**config.mk**
```make
export PLATFORM = sky130hd
export DESIGN_NAME = pcdc_top
export DESIGN_NICKNAME = d
export VERILOG_FILES = /design/src/core/pcdc_pkg.sv /design/src/core/pcdc_pulse_if.sv /design/src/core/pcdc_level.sv /design/src/core/pcdc_top.sv
export SDC_FILE = /design/constraint.sdc
export NUM_CORES = 1
export LEC_CHECK = 0
export BUFFER_PORTS_ARGS = -buffer_cell sky130_fd_sc_hd__clkbuf_2
export CORE_ASPECT_RATIO = 0.6
export CORE_MARGIN = 2
export CORE_UTILIZATION = 53
export CTS_CLUSTER_DIAMETER = 30
export CTS_CLUSTER_SIZE = 12
export DETAILED_ROUTE_END_ITERATION = 8
export HOLD_SLACK_MARGIN = 0.12
export MAX_ROUTING_LAYER = met4
export PLACE_DENSITY = 0.67
export SETUP_SLACK_MARGIN = 0.2
export SLEW_MARGIN = 20
export SYNTH_ARGS = -nofsm -noshare
export SYNTH_HDL_FRONTEND = slang
export SYNTH_SLANG_ARGS = --single-unit
```
**constraint.sdc**
```tcl
create_clock -name clk_sys -period 3.33 [get_ports clk_sys]
set_clock_uncertainty 0.05 [all_clocks]
set_input_delay 0.666 -clock clk_sys [delete_from_list [all_inputs] [get_ports clk_sys]]
set_output_delay 0.666 -clock clk_sys [all_outputs]
set_load 0.005 [all_outputs]
```
**src/core/pcdc_pkg.sv**
```systemverilog
// package: timing constants, level encodings and states of the pulse count dimming control
package pcdc_pkg;
   localparam int unsigned CLK_HZ              = 40000000;
   // times in microseconds
   localparam int unsigned DIMMING_LOW_MIN_US  = 100;
   localparam int unsigned DIMMING_LOW_MAX_US  = 300;
   localparam int unsigned DIMMING_HIGH_MIN_US = 100;
   localparam int unsigned SHUTDOWN_LOW_US     = 1000;
   // least times round up, longest times round down
   localparam int unsigned DIMMING_LOW_MIN_CYC =
      (DIMMING_LOW_MIN_US * (CLK_HZ / 1000) + 999) / 1000;
   localparam int unsigned DIMMING_LOW_MAX_CYC =
      (DIMMING_LOW_MAX_US * (CLK_HZ / 1000)) / 1000;
   localparam int unsigned DIMMING_HIGH_CYC    =
      (DIMMING_HIGH_MIN_US * (CLK_HZ / 1000) + 999) / 1000;
   localparam int unsigned SHUTDOWN_LOW_CYC    =
      (SHUTDOWN_LOW_US * (CLK_HZ / 1000) + 999) / 1000;
   localparam int unsigned CNT_W               = 16;
   localparam int unsigned LEVEL_W             = 4;
   localparam logic [3:0]  LEVEL_FULL          = 4'hF;
   localparam logic [3:0]  LEVEL_LOWEST        = 4'h0;

   typedef enum logic [1:0] {
      PCDC_ST_HIGH    = 2'b00,
      PCDC_ST_LOW     = 2'b01,
      PCDC_ST_QUALIFY = 2'b10,
      PCDC_ST_OFF     = 2'b11
   } pcdc_state_type;
endpackage : pcdc_pkg

```
**src/core/pcdc_pulse_if.sv**
```systemverilog
// interface: qualified dimming step and shutdown events from the timer to the level counter
interface pcdc_pulse_if;
   logic step;
   logic shutdown;
   logic wake;
   modport timer (output step, output shutdown, output wake);
   modport level (input step, input shutdown, input wake);
endinterface : pcdc_pulse_if

```
**src/core/pcdc_level.sv**
```systemverilog
// brightness level counter driven by qualified pulse events
module pcdc_level
   import pcdc_pkg::*;
(
   input  wire logic                clk_sys,
   input  wire logic                sys_rst,
   pcdc_pulse_if.level              ev,
   output logic [LEVEL_W-1:0]       level_reg,
   output logic                     on_reg
);
   always_ff @(posedge clk_sys) begin
      if (sys_rst) begin
         level_reg <= LEVEL_FULL;
      end else if (ev.wake) begin
         level_reg <= LEVEL_FULL;
      end else if (ev.step) begin
         // 4-bit wrap: lowest step goes back to full
         level_reg <= level_reg - 4'h1;
      end
   end

   always_ff @(posedge clk_sys) begin
      if (sys_rst) begin
         on_reg <= 1'b1;
      end else if (ev.shutdown) begin
         on_reg <= 1'b0;
      end else if (ev.wake) begin
         on_reg <= 1'b1;
      end
   end
endmodule : pcdc_level

```
**src/core/pcdc_top.sv**
```systemverilog
// pulse count dimming control: times enable pulses and steps the sink current level
// Overview of operation
// low within window then long enough high lowers current one sixteenth.
// enable low beyond shutdown delay turns the device off.
// at power-on the level is full scale.
// full scale holds until the first qualifying pulse.
// fifteen qualifying pulses from full reach the one sixteenth step.
// one more pulse at the lowest step wraps to full scale.
// host holds dimming low between minimum and maximum low time.
// host keeps enable high at least minimum high time between pulses.
// low at least the shutdown delay is a shutdown request.
// durations counted in clock cycles; four-bit level gives sixteen steps.
module pcdc_top
   import pcdc_pkg::*;
(
   input  wire logic                clk_sys,
   input  wire logic                sys_rst,
   input  wire logic                enable_in,
   output logic [LEVEL_W-1:0]       current_level,
   output logic                     sink_on
);
   localparam logic [CNT_W-1:0] LO_MIN = CNT_W'(DIMMING_LOW_MIN_CYC);
   localparam logic [CNT_W-1:0] LO_MAX = CNT_W'(DIMMING_LOW_MAX_CYC);
   localparam logic [CNT_W-1:0] HI_MIN = CNT_W'(DIMMING_HIGH_CYC);
   localparam logic [CNT_W-1:0] SD_CYC = CNT_W'(SHUTDOWN_LOW_CYC);

   pcdc_state_type   state_reg;
   logic [CNT_W-1:0] cnt_reg;
   logic             en_reg;
   pcdc_pulse_if     ev ();

   always_ff @(posedge clk_sys) begin
      if (sys_rst) begin
         en_reg <= 1'b1;
      end else begin
         en_reg <= enable_in;
      end
   end

   wire logic fall = en_reg & ~enable_in;
   wire logic rise = ~en_reg & enable_in;

   // duration counter restarts at every edge and saturates
   always_ff @(posedge clk_sys) begin
      if (sys_rst) begin
         cnt_reg <= '0;
      end else if (fall || rise) begin
         cnt_reg <= CNT_W'(1);
      end else if (cnt_reg != {CNT_W{1'b1}}) begin
         cnt_reg <= cnt_reg + CNT_W'(1);
      end
   end

   always_ff @(posedge clk_sys) begin
      if (sys_rst) begin
         state_reg <= PCDC_ST_HIGH;
      end else begin
         unique case (state_reg)
            PCDC_ST_HIGH: begin
               if (fall) begin
                  state_reg <= PCDC_ST_LOW;
               end
            end
            PCDC_ST_LOW: begin
               if (!enable_in && cnt_reg >= SD_CYC - CNT_W'(1)) begin
                  state_reg <= PCDC_ST_OFF;
               end else if (rise) begin
                  if (cnt_reg >= LO_MIN && cnt_reg <= LO_MAX) begin
                     state_reg <= PCDC_ST_QUALIFY;
                  end else begin
                     state_reg <= PCDC_ST_HIGH;
                  end
               end
            end
            PCDC_ST_QUALIFY: begin
               if (fall) begin
                  state_reg <= PCDC_ST_LOW;
               end else if (cnt_reg >= HI_MIN) begin
                  state_reg <= PCDC_ST_HIGH;
               end
            end
            PCDC_ST_OFF: begin
               if (rise) begin
                  state_reg <= PCDC_ST_HIGH;
               end
            end
         endcase
      end
   end

   // step fires once the high phase after a valid low lasts the minimum high time
   assign ev.step     = (state_reg == PCDC_ST_QUALIFY) && !fall && (cnt_reg >= HI_MIN);
   assign ev.shutdown = (state_reg == PCDC_ST_LOW) && !enable_in
                        && (cnt_reg >= SD_CYC - CNT_W'(1));
   assign ev.wake     = (state_reg == PCDC_ST_OFF) && rise;

   pcdc_level u_level (
      .clk_sys   (clk_sys),
      .sys_rst   (sys_rst),
      .ev        (ev.level),
      .level_reg (current_level),
      .on_reg    (sink_on)
   );

   AST_STEP_DECREMENTS: assert property (@(posedge clk_sys) disable iff (sys_rst)
      ev.step && !ev.wake |=> current_level == $past(current_level) - 4'h1)
      else $error("level did not drop one step");
   AST_WRAP_TO_FULL: assert property (@(posedge clk_sys) disable iff (sys_rst)
      ev.step && current_level == LEVEL_LOWEST |=> current_level == LEVEL_FULL)
      else $error("lowest level did not wrap to full");
   AST_HOLD_NO_STEP: assert property (@(posedge clk_sys) disable iff (sys_rst)
      !ev.step && !ev.wake |=> $stable(current_level))
      else $error("level moved without a pulse");
   AST_SHUTDOWN_OFF: assert property (@(posedge clk_sys) disable iff (sys_rst)
      ev.shutdown |=> !sink_on)
      else $error("shutdown did not turn sink off");
   AST_NO_STEP_WHEN_OFF: assert property (@(posedge clk_sys) disable iff (sys_rst)
      state_reg == PCDC_ST_OFF |-> !ev.step)
      else $error("step while off");
   AST_RESET_FULL: assert property (@(posedge clk_sys)
      sys_rst |=> current_level == LEVEL_FULL && sink_on)
      else $error("reset did not give full scale");
   AST_STEP_NEEDS_HIGH: assert property (@(posedge clk_sys) disable iff (sys_rst)
      ev.step |-> enable_in && cnt_reg >= HI_MIN)
      else $error("step without minimum high time");
   AST_SINGLE_STEP: assert property (@(posedge clk_sys) disable iff (sys_rst)
      ev.step |=> !ev.step)
      else $error("more than one step per pulse");

   // checker side: own run-length counts of the enable level, kept apart from cnt_reg
   // so that a slip in the duration counter cannot hide itself
   logic [CNT_W-1:0] low_run_reg;
   logic [CNT_W-1:0] high_run_reg;
   logic             step_seen_reg;

   // consecutive low samples before this edge
   always_ff @(posedge clk_sys) begin
      if (sys_rst || enable_in) begin
         low_run_reg <= '0;
      end else if (low_run_reg != {CNT_W{1'b1}}) begin
         low_run_reg <= low_run_reg + CNT_W'(1);
      end
   end

   // consecutive high samples before this edge
   always_ff @(posedge clk_sys) begin
      if (sys_rst || !enable_in) begin
         high_run_reg <= '0;
      end else if (high_run_reg != {CNT_W{1'b1}}) begin
         high_run_reg <= high_run_reg + CNT_W'(1);
      end
   end

   // one step per low pulse: set by a step, cleared by the next fall
   always_ff @(posedge clk_sys) begin
      if (sys_rst || fall) begin
         step_seen_reg <= 1'b0;
      end else if (ev.step) begin
         step_seen_reg <= 1'b1;
      end
   end

   // pulse qualification
   AST_VALID_LOW_QUALIFIES: assert property (@(posedge clk_sys) disable iff (sys_rst)
      state_reg == PCDC_ST_LOW && rise && low_run_reg >= LO_MIN && low_run_reg <= LO_MAX
      |=> state_reg == PCDC_ST_QUALIFY)
      else $error("valid low phase not accepted");
   AST_BAD_LOW_IGNORED: assert property (@(posedge clk_sys) disable iff (sys_rst)
      state_reg == PCDC_ST_LOW && rise && (low_run_reg < LO_MIN || low_run_reg > LO_MAX)
      |=> state_reg == PCDC_ST_HIGH && $stable(current_level))
      else $error("low phase outside window was accepted");
   AST_FALL_ABANDONS: assert property (@(posedge clk_sys) disable iff (sys_rst)
      state_reg == PCDC_ST_QUALIFY && fall |-> !ev.step ##1 state_reg == PCDC_ST_LOW)
      else $error("early fall did not abandon the step");
   AST_STEP_AFTER_HIGH: assert property (@(posedge clk_sys) disable iff (sys_rst)
      ev.step |-> high_run_reg == HI_MIN)
      else $error("step not at the end of the minimum high time");
   AST_ONE_STEP_PER_PULSE: assert property (@(posedge clk_sys) disable iff (sys_rst)
      ev.step |-> !step_seen_reg)
      else $error("second step within one pulse");
   AST_HIGH_STAYS_HIGH: assert property (@(posedge clk_sys) disable iff (sys_rst)
      state_reg == PCDC_ST_HIGH && !fall |=> state_reg == PCDC_ST_HIGH)
      else $error("idle state left without a fall");
   AST_WRAP_ONLY_FROM_LOWEST: assert property (@(posedge clk_sys) disable iff (sys_rst)
      $changed(current_level) && current_level == LEVEL_FULL
      |-> $past(current_level) == LEVEL_LOWEST || $past(ev.wake))
      else $error("full scale reached from a middle level");

   // shutdown and wake
   AST_SHUTDOWN_DELAY: assert property (@(posedge clk_sys) disable iff (sys_rst)
      ev.shutdown |-> low_run_reg == SD_CYC - CNT_W'(1))
      else $error("shutdown before the delay ran out");
   AST_SHUTDOWN_TAKEN: assert property (@(posedge clk_sys) disable iff (sys_rst)
      state_reg == PCDC_ST_LOW && !enable_in && low_run_reg == SD_CYC - CNT_W'(1)
      |-> ev.shutdown)
      else $error("long low phase did not shut down");
   AST_OFF_HOLDS: assert property (@(posedge clk_sys) disable iff (sys_rst)
      !sink_on && !ev.wake |=> !sink_on)
      else $error("sink turned on without a wake");
   AST_ON_HOLDS: assert property (@(posedge clk_sys) disable iff (sys_rst)
      sink_on && !ev.shutdown |=> sink_on)
      else $error("sink turned off without a shutdown");
   AST_OFF_FROM_SHUTDOWN: assert property (@(posedge clk_sys) disable iff (sys_rst)
      $fell(sink_on) |-> $past(ev.shutdown))
      else $error("sink fell without a shutdown event");
   AST_WAKE_FULL: assert property (@(posedge clk_sys) disable iff (sys_rst)
      ev.wake |=> sink_on && current_level == LEVEL_FULL)
      else $error("wake did not restore full scale");

   COV_STEP: cover property (@(posedge clk_sys) disable iff (sys_rst) ev.step);
   COV_WRAP: cover property (@(posedge clk_sys) disable iff (sys_rst)
      ev.step && current_level == LEVEL_LOWEST);
   COV_OFF:  cover property (@(posedge clk_sys) disable iff (sys_rst) ev.shutdown);
   COV_WAKE: cover property (@(posedge clk_sys) disable iff (sys_rst) ev.wake);
   COV_ABANDON: cover property (@(posedge clk_sys) disable iff (sys_rst)
      state_reg == PCDC_ST_QUALIFY && fall);
endmodule : pcdc_top

```
== Word level (Yosys, flattened, before mapping) ==
Index checks and enable logic that the tools add are counted.
Widths: inputs -> output; s select.

* Register bits after elaboration: 24
* Output and inout bits: 5
* Input bits: 3
* Word-level logic and storage cells: 51

* Reductions and logical operators: 16
* Magnitude comparators: 3
* Muxes and demuxes: 12
* Bitwise gates (word level): 4
* Equal/unequal tests: 8
* Add/sub/neg operators: 2

{| class="wikitable"
|+ Operators with widths
! kind !! count
|-
| $add 16x1->16 const B || 1
|-
| $ge 16x12->1 const B || 1
|-
| $ge 16x16->1 const B || 1
|-
| $le 16x14->1 const B || 1
|-
| $ne 16x16->1 const B || 1
|-
| $mux 2 || 7
|-
| $pmux 2 s4 || 1
|-
| $logic_and 1x1->1 || 7
|-
| $ne 3x3->1 const B || 2
|-
| $eq 2x2->1 const B || 2
|-
| $mux 1 || 4
|-
| $ne 2x2->1 const B || 2
|-
| $reduce_and 4->1 || 1
|-
| $reduce_bool 2->1 || 2
|-
| $reduce_or 2->1 || 2
|-
| $sub 4x1->4 const B || 1
|-
| $and 1x1->1 || 2
|-
| $eq 2x1->1 const B || 1
|-
| $logic_not 1->1 || 2
|-
| $logic_not 2->1 || 1
|-
| $not 1->1 || 2
|-
| $logic_or 1x1->1 || 1
|}

== Depth between registers and ports, before layout ==
* Word-level depth: 6
* Depth in mapped cells: 7
* Depth with buffers taken out: 7

== Modules after synthesis ==
Synthesis repeated with hierarchy kept, for this count alone.

* Cell total of the unflattened synthesis: 172
* Area total of the unflattened synthesis: 1482.7 µm²

{| class="wikitable"
|+ Modules (own cells, without submodules)
! module !! seq. area each (µm²) !! area an instance (µm²) !! instances !! cells each
|-
| pcdc_top || 380.4 || 1256.2 || 1 || 150
|-
| pcdc_level || 100.1 || 226.5 || 1 || 22
|}

== Least setup slack after synthesis ==
OpenSTA, ideal clock, no wires.

* Path type: reg-to-reg
* From: register cnt_reg[0]
* To: register state_reg[1]
* Setup time: 0.064 ns
* Required time: 3.216 ns
* Buffers on the path: 0
* Data arrival time: 1.744 ns
* Path slack: 1.473 ns
* Cell stages (with the launch flop): 7
* Period minus slack after synthesis: 1.857 ns
* Cells stage by stage: dfxtp_1 ha_1 nand2_2 or3_1 a311o_1 a221o_1 nor2_1

* Longest elaborated chain between the ends: 6
* Elaborated cells on any way between the ends: 12
* Classes of those cells: order compare (3); eq/ne (2); mux (4); reduce/logical (3)

{| class="wikitable"
|+ RTL lines
! item !! RTL line !! RTL
|-
| start, declared || pcdc_top.sv:28 || <nowiki>logic [CNT_W-1:0] cnt_reg;</nowiki>
|-
| start signal, assigned || pcdc_top.sv:50 || <nowiki>cnt_reg <= cnt_reg + CNT_W'(1);</nowiki>
|-
| $ge 16x12->1 or $le 16x14->1 (tied branches) || pcdc_top.sv:68, pcdc_top.sv:78 ||
|-
| $logic_and 1x1->1 || pcdc_top.sv:68 || <nowiki>if (cnt_reg >= LO_MIN && cnt_reg <= LO_MAX) begin</nowiki>
|-
| $mux 2 || pcdc_top.sv:68 ||
|-
| $mux 2 || pcdc_top.sv:67 || <nowiki>end else if (rise) begin</nowiki>
|-
| $mux 2 || pcdc_top.sv:65 || <nowiki>if (!enable_in && cnt_reg >= SD_CYC - CNT_W'(1)) begin</nowiki>
|-
| $pmux 2 s4 || pcdc_top.sv:58 || <nowiki>unique case (state_reg)</nowiki>
|-
| end signal, assigned || pcdc_top.sv:61 || <nowiki>state_reg <= PCDC_ST_LOW;</nowiki>
|-
| end signal, assigned || pcdc_top.sv:66 || <nowiki>state_reg <= PCDC_ST_OFF;</nowiki>
|-
| end signal, assigned || pcdc_top.sv:69 || <nowiki>state_reg <= PCDC_ST_QUALIFY;</nowiki>
|-
| end, declared || pcdc_top.sv:27 || <nowiki>pcdc_state_type state_reg;</nowiki>
|}

Several ways; a longest one is shown, not always the timed one. The select of a mux whose other input is x is not followed.
A chain may end at the register's enable or synchronous reset.

== Final worst setup path ==
Ends and elaborated chain as after synthesis.

==> metrics.txt <==
# TYPE chip_impl_metric gauge
chip_impl_metric{name="antenna_found_initial",unit=""} 0
chip_impl_info{name="synth_top_cells_by_area",value="sky130_fd_sc_hd__dfxtp_1, sky130_fd_sc_hd__xnor2_1, sky130_fd_sc_hd__nor2_1"} 1
chip_impl_metric{name="worst_relative_slew_slack",unit="%"} 56.8
chip_impl_metric{name="drt.antenna.violating_nets",unit=""} 0
chip_impl_metric{name="cell_internal_pwr",unit="mW"} 0.387
chip_impl_metric{name="netlist_instances",unit=""} 165
chip_impl_metric{name="insertion_delay",unit="ns"} 0.26
chip_impl_metric{name="final_min_period_over_clock_period",unit="%"} 62.3
chip_impl_metric{name="synthesis.area_per_instance",unit="um^2"} 7.96
chip_impl_info{name="ctsRootBufferMaster",value="sky130_fd_sc_hd__clkbuf_8"} 1
chip_impl_metric{name="pin_count_of_the_biggest_net_entering_global_routing",unit=""} 17
chip_impl_metric{name="vias_after_detailed_routing",unit=""} 1117
chip_impl_metric{name="power.total",unit="mW"} 0.500
chip_impl_metric{name="synthToLayoutAreaGrowth",unit="%"} 6.10
chip_impl_info{name="most-common-layout-cells",value="sky130_fd_sc_hd__dfxtp_1, sky130_fd_sc_hd__nor2_1, sky130_fd_sc_hd__inv_1"} 1
chip_impl_metric{name="finalNetCount",unit=""} 177
chip_impl_metric{name="yosys_register_bits",unit=""} 24
chip_impl_info{name="category_of_the_worst_setup_path_launch_point",value="flip-flop"} 1
chip_impl_metric{name="cts_setup_buffers",unit=""} 0
chip_impl_metric{name="ctsHoldBuffers",unit=""} 0
chip_impl_metric{name="largest_register_ff_count",unit=""} 16
chip_impl_metric{name="leakagePower",unit="nW"} 0.503
chip_impl_metric{name="synth.yosys.warnings",unit=""} 0
chip_impl_info{name="hold_class",value="reg -> reg"} 1
chip_impl_metric{name="comb_power_share",unit="%"} 7.1
chip_impl_metric{name="cts_inserted_buffers",unit=""} 3
chip_impl_metric{name="place.detailed.hpwl",unit="mm"} 1.92
chip_impl_metric{name="drive_gt1_share",unit="%"} 9.58
chip_impl_metric{name="cts_buffer_depth",unit=""} 2
chip_impl_info{name="tritoncts_clock_tree",value="yes"} 1
chip_impl_metric{name="dieArea",unit="um^2"} 2910
chip_impl_metric{name="cp_data_arrival_time",unit="ns"} 2.22
chip_impl_metric{name="drt-pass1-iter-count",unit=""} 4
chip_impl_metric{name="track_usage",unit="%"} 20.8
chip_impl_metric{name="grt_pass1_vias",unit=""} 988
chip_impl_metric{name="p_clk_share",unit="%"} 33.2
chip_impl_metric{name="seq_power_share",unit="%"} 59.7
chip_impl_info{name="netlist.top_cell.by_area",value="sky130_fd_sc_hd__dfxtp_1"} 1
chip_impl_metric{name="row_count",unit=""} 13
chip_impl_metric{name="postCtsResizedCells",unit=""} 0
chip_impl_info{name="result_of_the_run",value="finished clean"} 1
chip_impl_metric{name="p_sw_share",unit="%"} 22.6
chip_impl_info{name="rsz0062_at_grt",value="no"} 1
chip_impl_metric{name="layout.area.seq",unit="um^2"} 480
chip_impl_metric{name="post_synth_num_cell_types",unit=""} 38
chip_impl_metric{name="detailed_route_drc_error_count",unit=""} 0
chip_impl_metric{name="yosysTopAreaCellShare",unit="%"} 36.6
chip_impl_metric{name="finalHoldViolations",unit=""} 0
chip_impl_metric{name="fmax",unit="MHz"} 482
chip_impl_metric{name="final_max_slew_viol_count",unit=""} 0
chip_impl_metric{name="power-per-cell-area",unit="nW/um^2"} 359
chip_impl_metric{name="h-tree-depth",unit=""} 1
chip_impl_metric{name="timing.setup.tns",unit="ns"} 0
chip_impl_metric{name="start_util",unit="%"} 58.1
chip_impl_metric{name="path_max_fanout",unit=""} 7
chip_impl_metric{name="timing.final.crit_period",unit="ns"} 2.07
chip_impl_metric{name="chipHeight",unit="um"} 42.6
chip_impl_metric{name="totalWireLength",unit="mm"} 2.62
chip_impl_metric{name="setup_viol",unit=""} 0
chip_impl_metric{name="clkTransAtPathRegs",unit="ns"} 0.08
chip_impl_metric{name="fillers",unit=""} 210
chip_impl_metric{name="portBuffers",unit=""} 7
chip_impl_metric{name="ioPinCount",unit=""} 8
chip_impl_metric{name="finalWeightedCongestion",unit=""} 0.897
chip_impl_metric{name="vias_per_cell",unit=""} 5.67
chip_impl_info{name="worst-setup-path-type",value="reg -> reg"} 1
chip_impl_metric{name="coreArea",unit="um^2"} 2260
chip_impl_info{name="endpoint_kind",value="flip-flop"} 1
chip_impl_metric{name="power.ir.vdd_worst",unit="mV"} 0.299
chip_impl_metric{name="area_occupied_by_multi_input_gates",unit="um^2"} 736
chip_impl_info{name="layout_commonest_cell",value="sky130_fd_sc_hd__dfxtp_1"} 1
chip_impl_metric{name="die_width",unit="um"} 68.3
chip_impl_metric{name="syn_nets",unit=""} 173
chip_impl_metric{name="grt-ovfl-total",unit=""} 0
chip_impl_metric{name="wire_per_inst",unit="um"} 13.3
chip_impl_metric{name="antenna-diode-count",unit=""} 0
chip_impl_metric{name="critPathRequiredTime",unit="ns"} 3.48
chip_impl_metric{name="r2r_setup_slack",unit="ns"} 1.26
chip_impl_metric{name="syn_area",unit="um^2"} 1310
chip_impl_metric{name="cap_violations",unit=""} 0
chip_impl_metric{name="postPlaceCellArea",unit="um^2"} 1350
chip_impl_metric{name="wire_length_of_the_first_global_routing_pass",unit="mm"} 4.45
chip_impl_metric{name="switchingPower",unit="mW"} 0.113
chip_impl_metric{name="numClockSinks",unit=""} 24
chip_impl_metric{name="sequential_share_of_the_synthesized_area",unit="%"} 36.6
chip_impl_metric{name="detailed_router_s_first_iteration_violation_count",unit=""} 66
chip_impl_metric{name="worstMarginPinSlew",unit="ns"} 0.648
chip_impl_metric{name="stdcell_area",unit="um^2"} 1390
==> stage by stage <==
step / instances / hold slack (ns) / utilization (%) / worst slack [ns]
global route: 197 / 0.445 / 61.6 / 1.14
global placement: 194 / 0.411 / 59.8 / 1.23
floorplan: 165 / 0.406 / - / 1.47
detailed placement: 194 / 0.410 / 59.8 / 1.15
CTS: 197 / 0.424 / 61.6 / 1.26
finish: 197 / 0.420 / 61.6 / 1.26
==> final cells by class <==
type	count	share of cell area, %
clock buffers	3	2.96
inverters	15	4.04
well taps	30	2.69
multi-input cells	117	52.8
flip-flops and latches	24	34.5
repair buffers	8	3.05
==> final timing paths <==
path	from	endpoint	depth (start not counted)
min reg2reg	u_level.on_reg	u_level.on_reg	2
min	u_level.on_reg	u_level.on_reg	2
max reg2reg	cnt_reg[0]	state_reg[1]	6
max	cnt_reg[0]	state_reg[1]	6
==> power groups by stage <==
stage,clock network (mW),logic (mW),registers [mW]
after floorplan,0,0.0271,0.304
after global placement,0,0.0338,0.305
after detailed placement,0,0.0349,0.305
after CTS,0.171,0.0351,0.298
after global routing,0.186,0.0404,0.299
final,0.166,0.0352,0.298
==> cells in the mapped netlist <==
cell and count:
sky130_fd_sc_hd__dfxtp_1 24, sky130_fd_sc_hd__nor2_1 18, sky130_fd_sc_hd__inv_1 15, sky130_fd_sc_hd__nand2_1 14
sky130_fd_sc_hd__nand3_1 11, sky130_fd_sc_hd__xnor2_1 10, sky130_fd_sc_hd__a211oi_1 8, sky130_fd_sc_hd__a21oi_1 8
sky130_fd_sc_hd__clkbuf_1 7, sky130_fd_sc_hd__nor3_1 7, sky130_fd_sc_hd__ha_1 5, sky130_fd_sc_hd__and3_1 3
sky130_fd_sc_hd__o21ai_0 3, sky130_fd_sc_hd__a22oi_1 2, sky130_fd_sc_hd__a31oi_1 2, sky130_fd_sc_hd__nor2b_1 2
sky130_fd_sc_hd__nor4_1 2, sky130_fd_sc_hd__nor4b_1 2, sky130_fd_sc_hd__o211ai_1 2, sky130_fd_sc_hd__xor2_1 2
sky130_fd_sc_hd__a2111oi_2 1, sky130_fd_sc_hd__a221o_1 1, sky130_fd_sc_hd__a311o_1 1, sky130_fd_sc_hd__a311oi_1 1
sky130_fd_sc_hd__a31o_2 1, sky130_fd_sc_hd__a41o_1 1, sky130_fd_sc_hd__and2_1 1, sky130_fd_sc_hd__and4_1 1
sky130_fd_sc_hd__and4_4 1, sky130_fd_sc_hd__and4b_1 1, sky130_fd_sc_hd__buf_1 1, sky130_fd_sc_hd__buf_6 1
sky130_fd_sc_hd__nand2_2 1, sky130_fd_sc_hd__nand2b_1 1, sky130_fd_sc_hd__nand4_1 1, sky130_fd_sc_hd__o2111ai_1 1
sky130_fd_sc_hd__or2_2 1, sky130_fd_sc_hd__or3_1 1
==> layer usage <==
metal  wire length (um)  GRT usage [%]
met1               1400           31.5
met5                  0              -
met2               1030           26.6
met4                 13           3.60
met3                172           6.45
==> logic make-up (layout without fill, tap and decap cells) <==
kind of cell    count (synthesis)  count (layout)  synth area share [%]
xor+xnor                       12              12                  8.00
fa+ha+maj                       5               5                  4.76
buf+inv                        24              26                  7.43
simple gates                   68              68                  25.8
flops                          24              24                  36.6
compound gates                 32              32                  17.4
==> worst max-delay path, stage by stage (launching register included) <==
cell	delay (ns)
sky130_fd_sc_hd__dfxtp_1	0.40
sky130_fd_sc_hd__ha_1	0.23
sky130_fd_sc_hd__nand2_2	0.13
sky130_fd_sc_hd__or3_1	0.41
sky130_fd_sc_hd__a311o_1	0.34
sky130_fd_sc_hd__a221o_1	0.35
sky130_fd_sc_hd__nor2_1	0.10
Note: power is estimated with default switching activity, not from simulation.
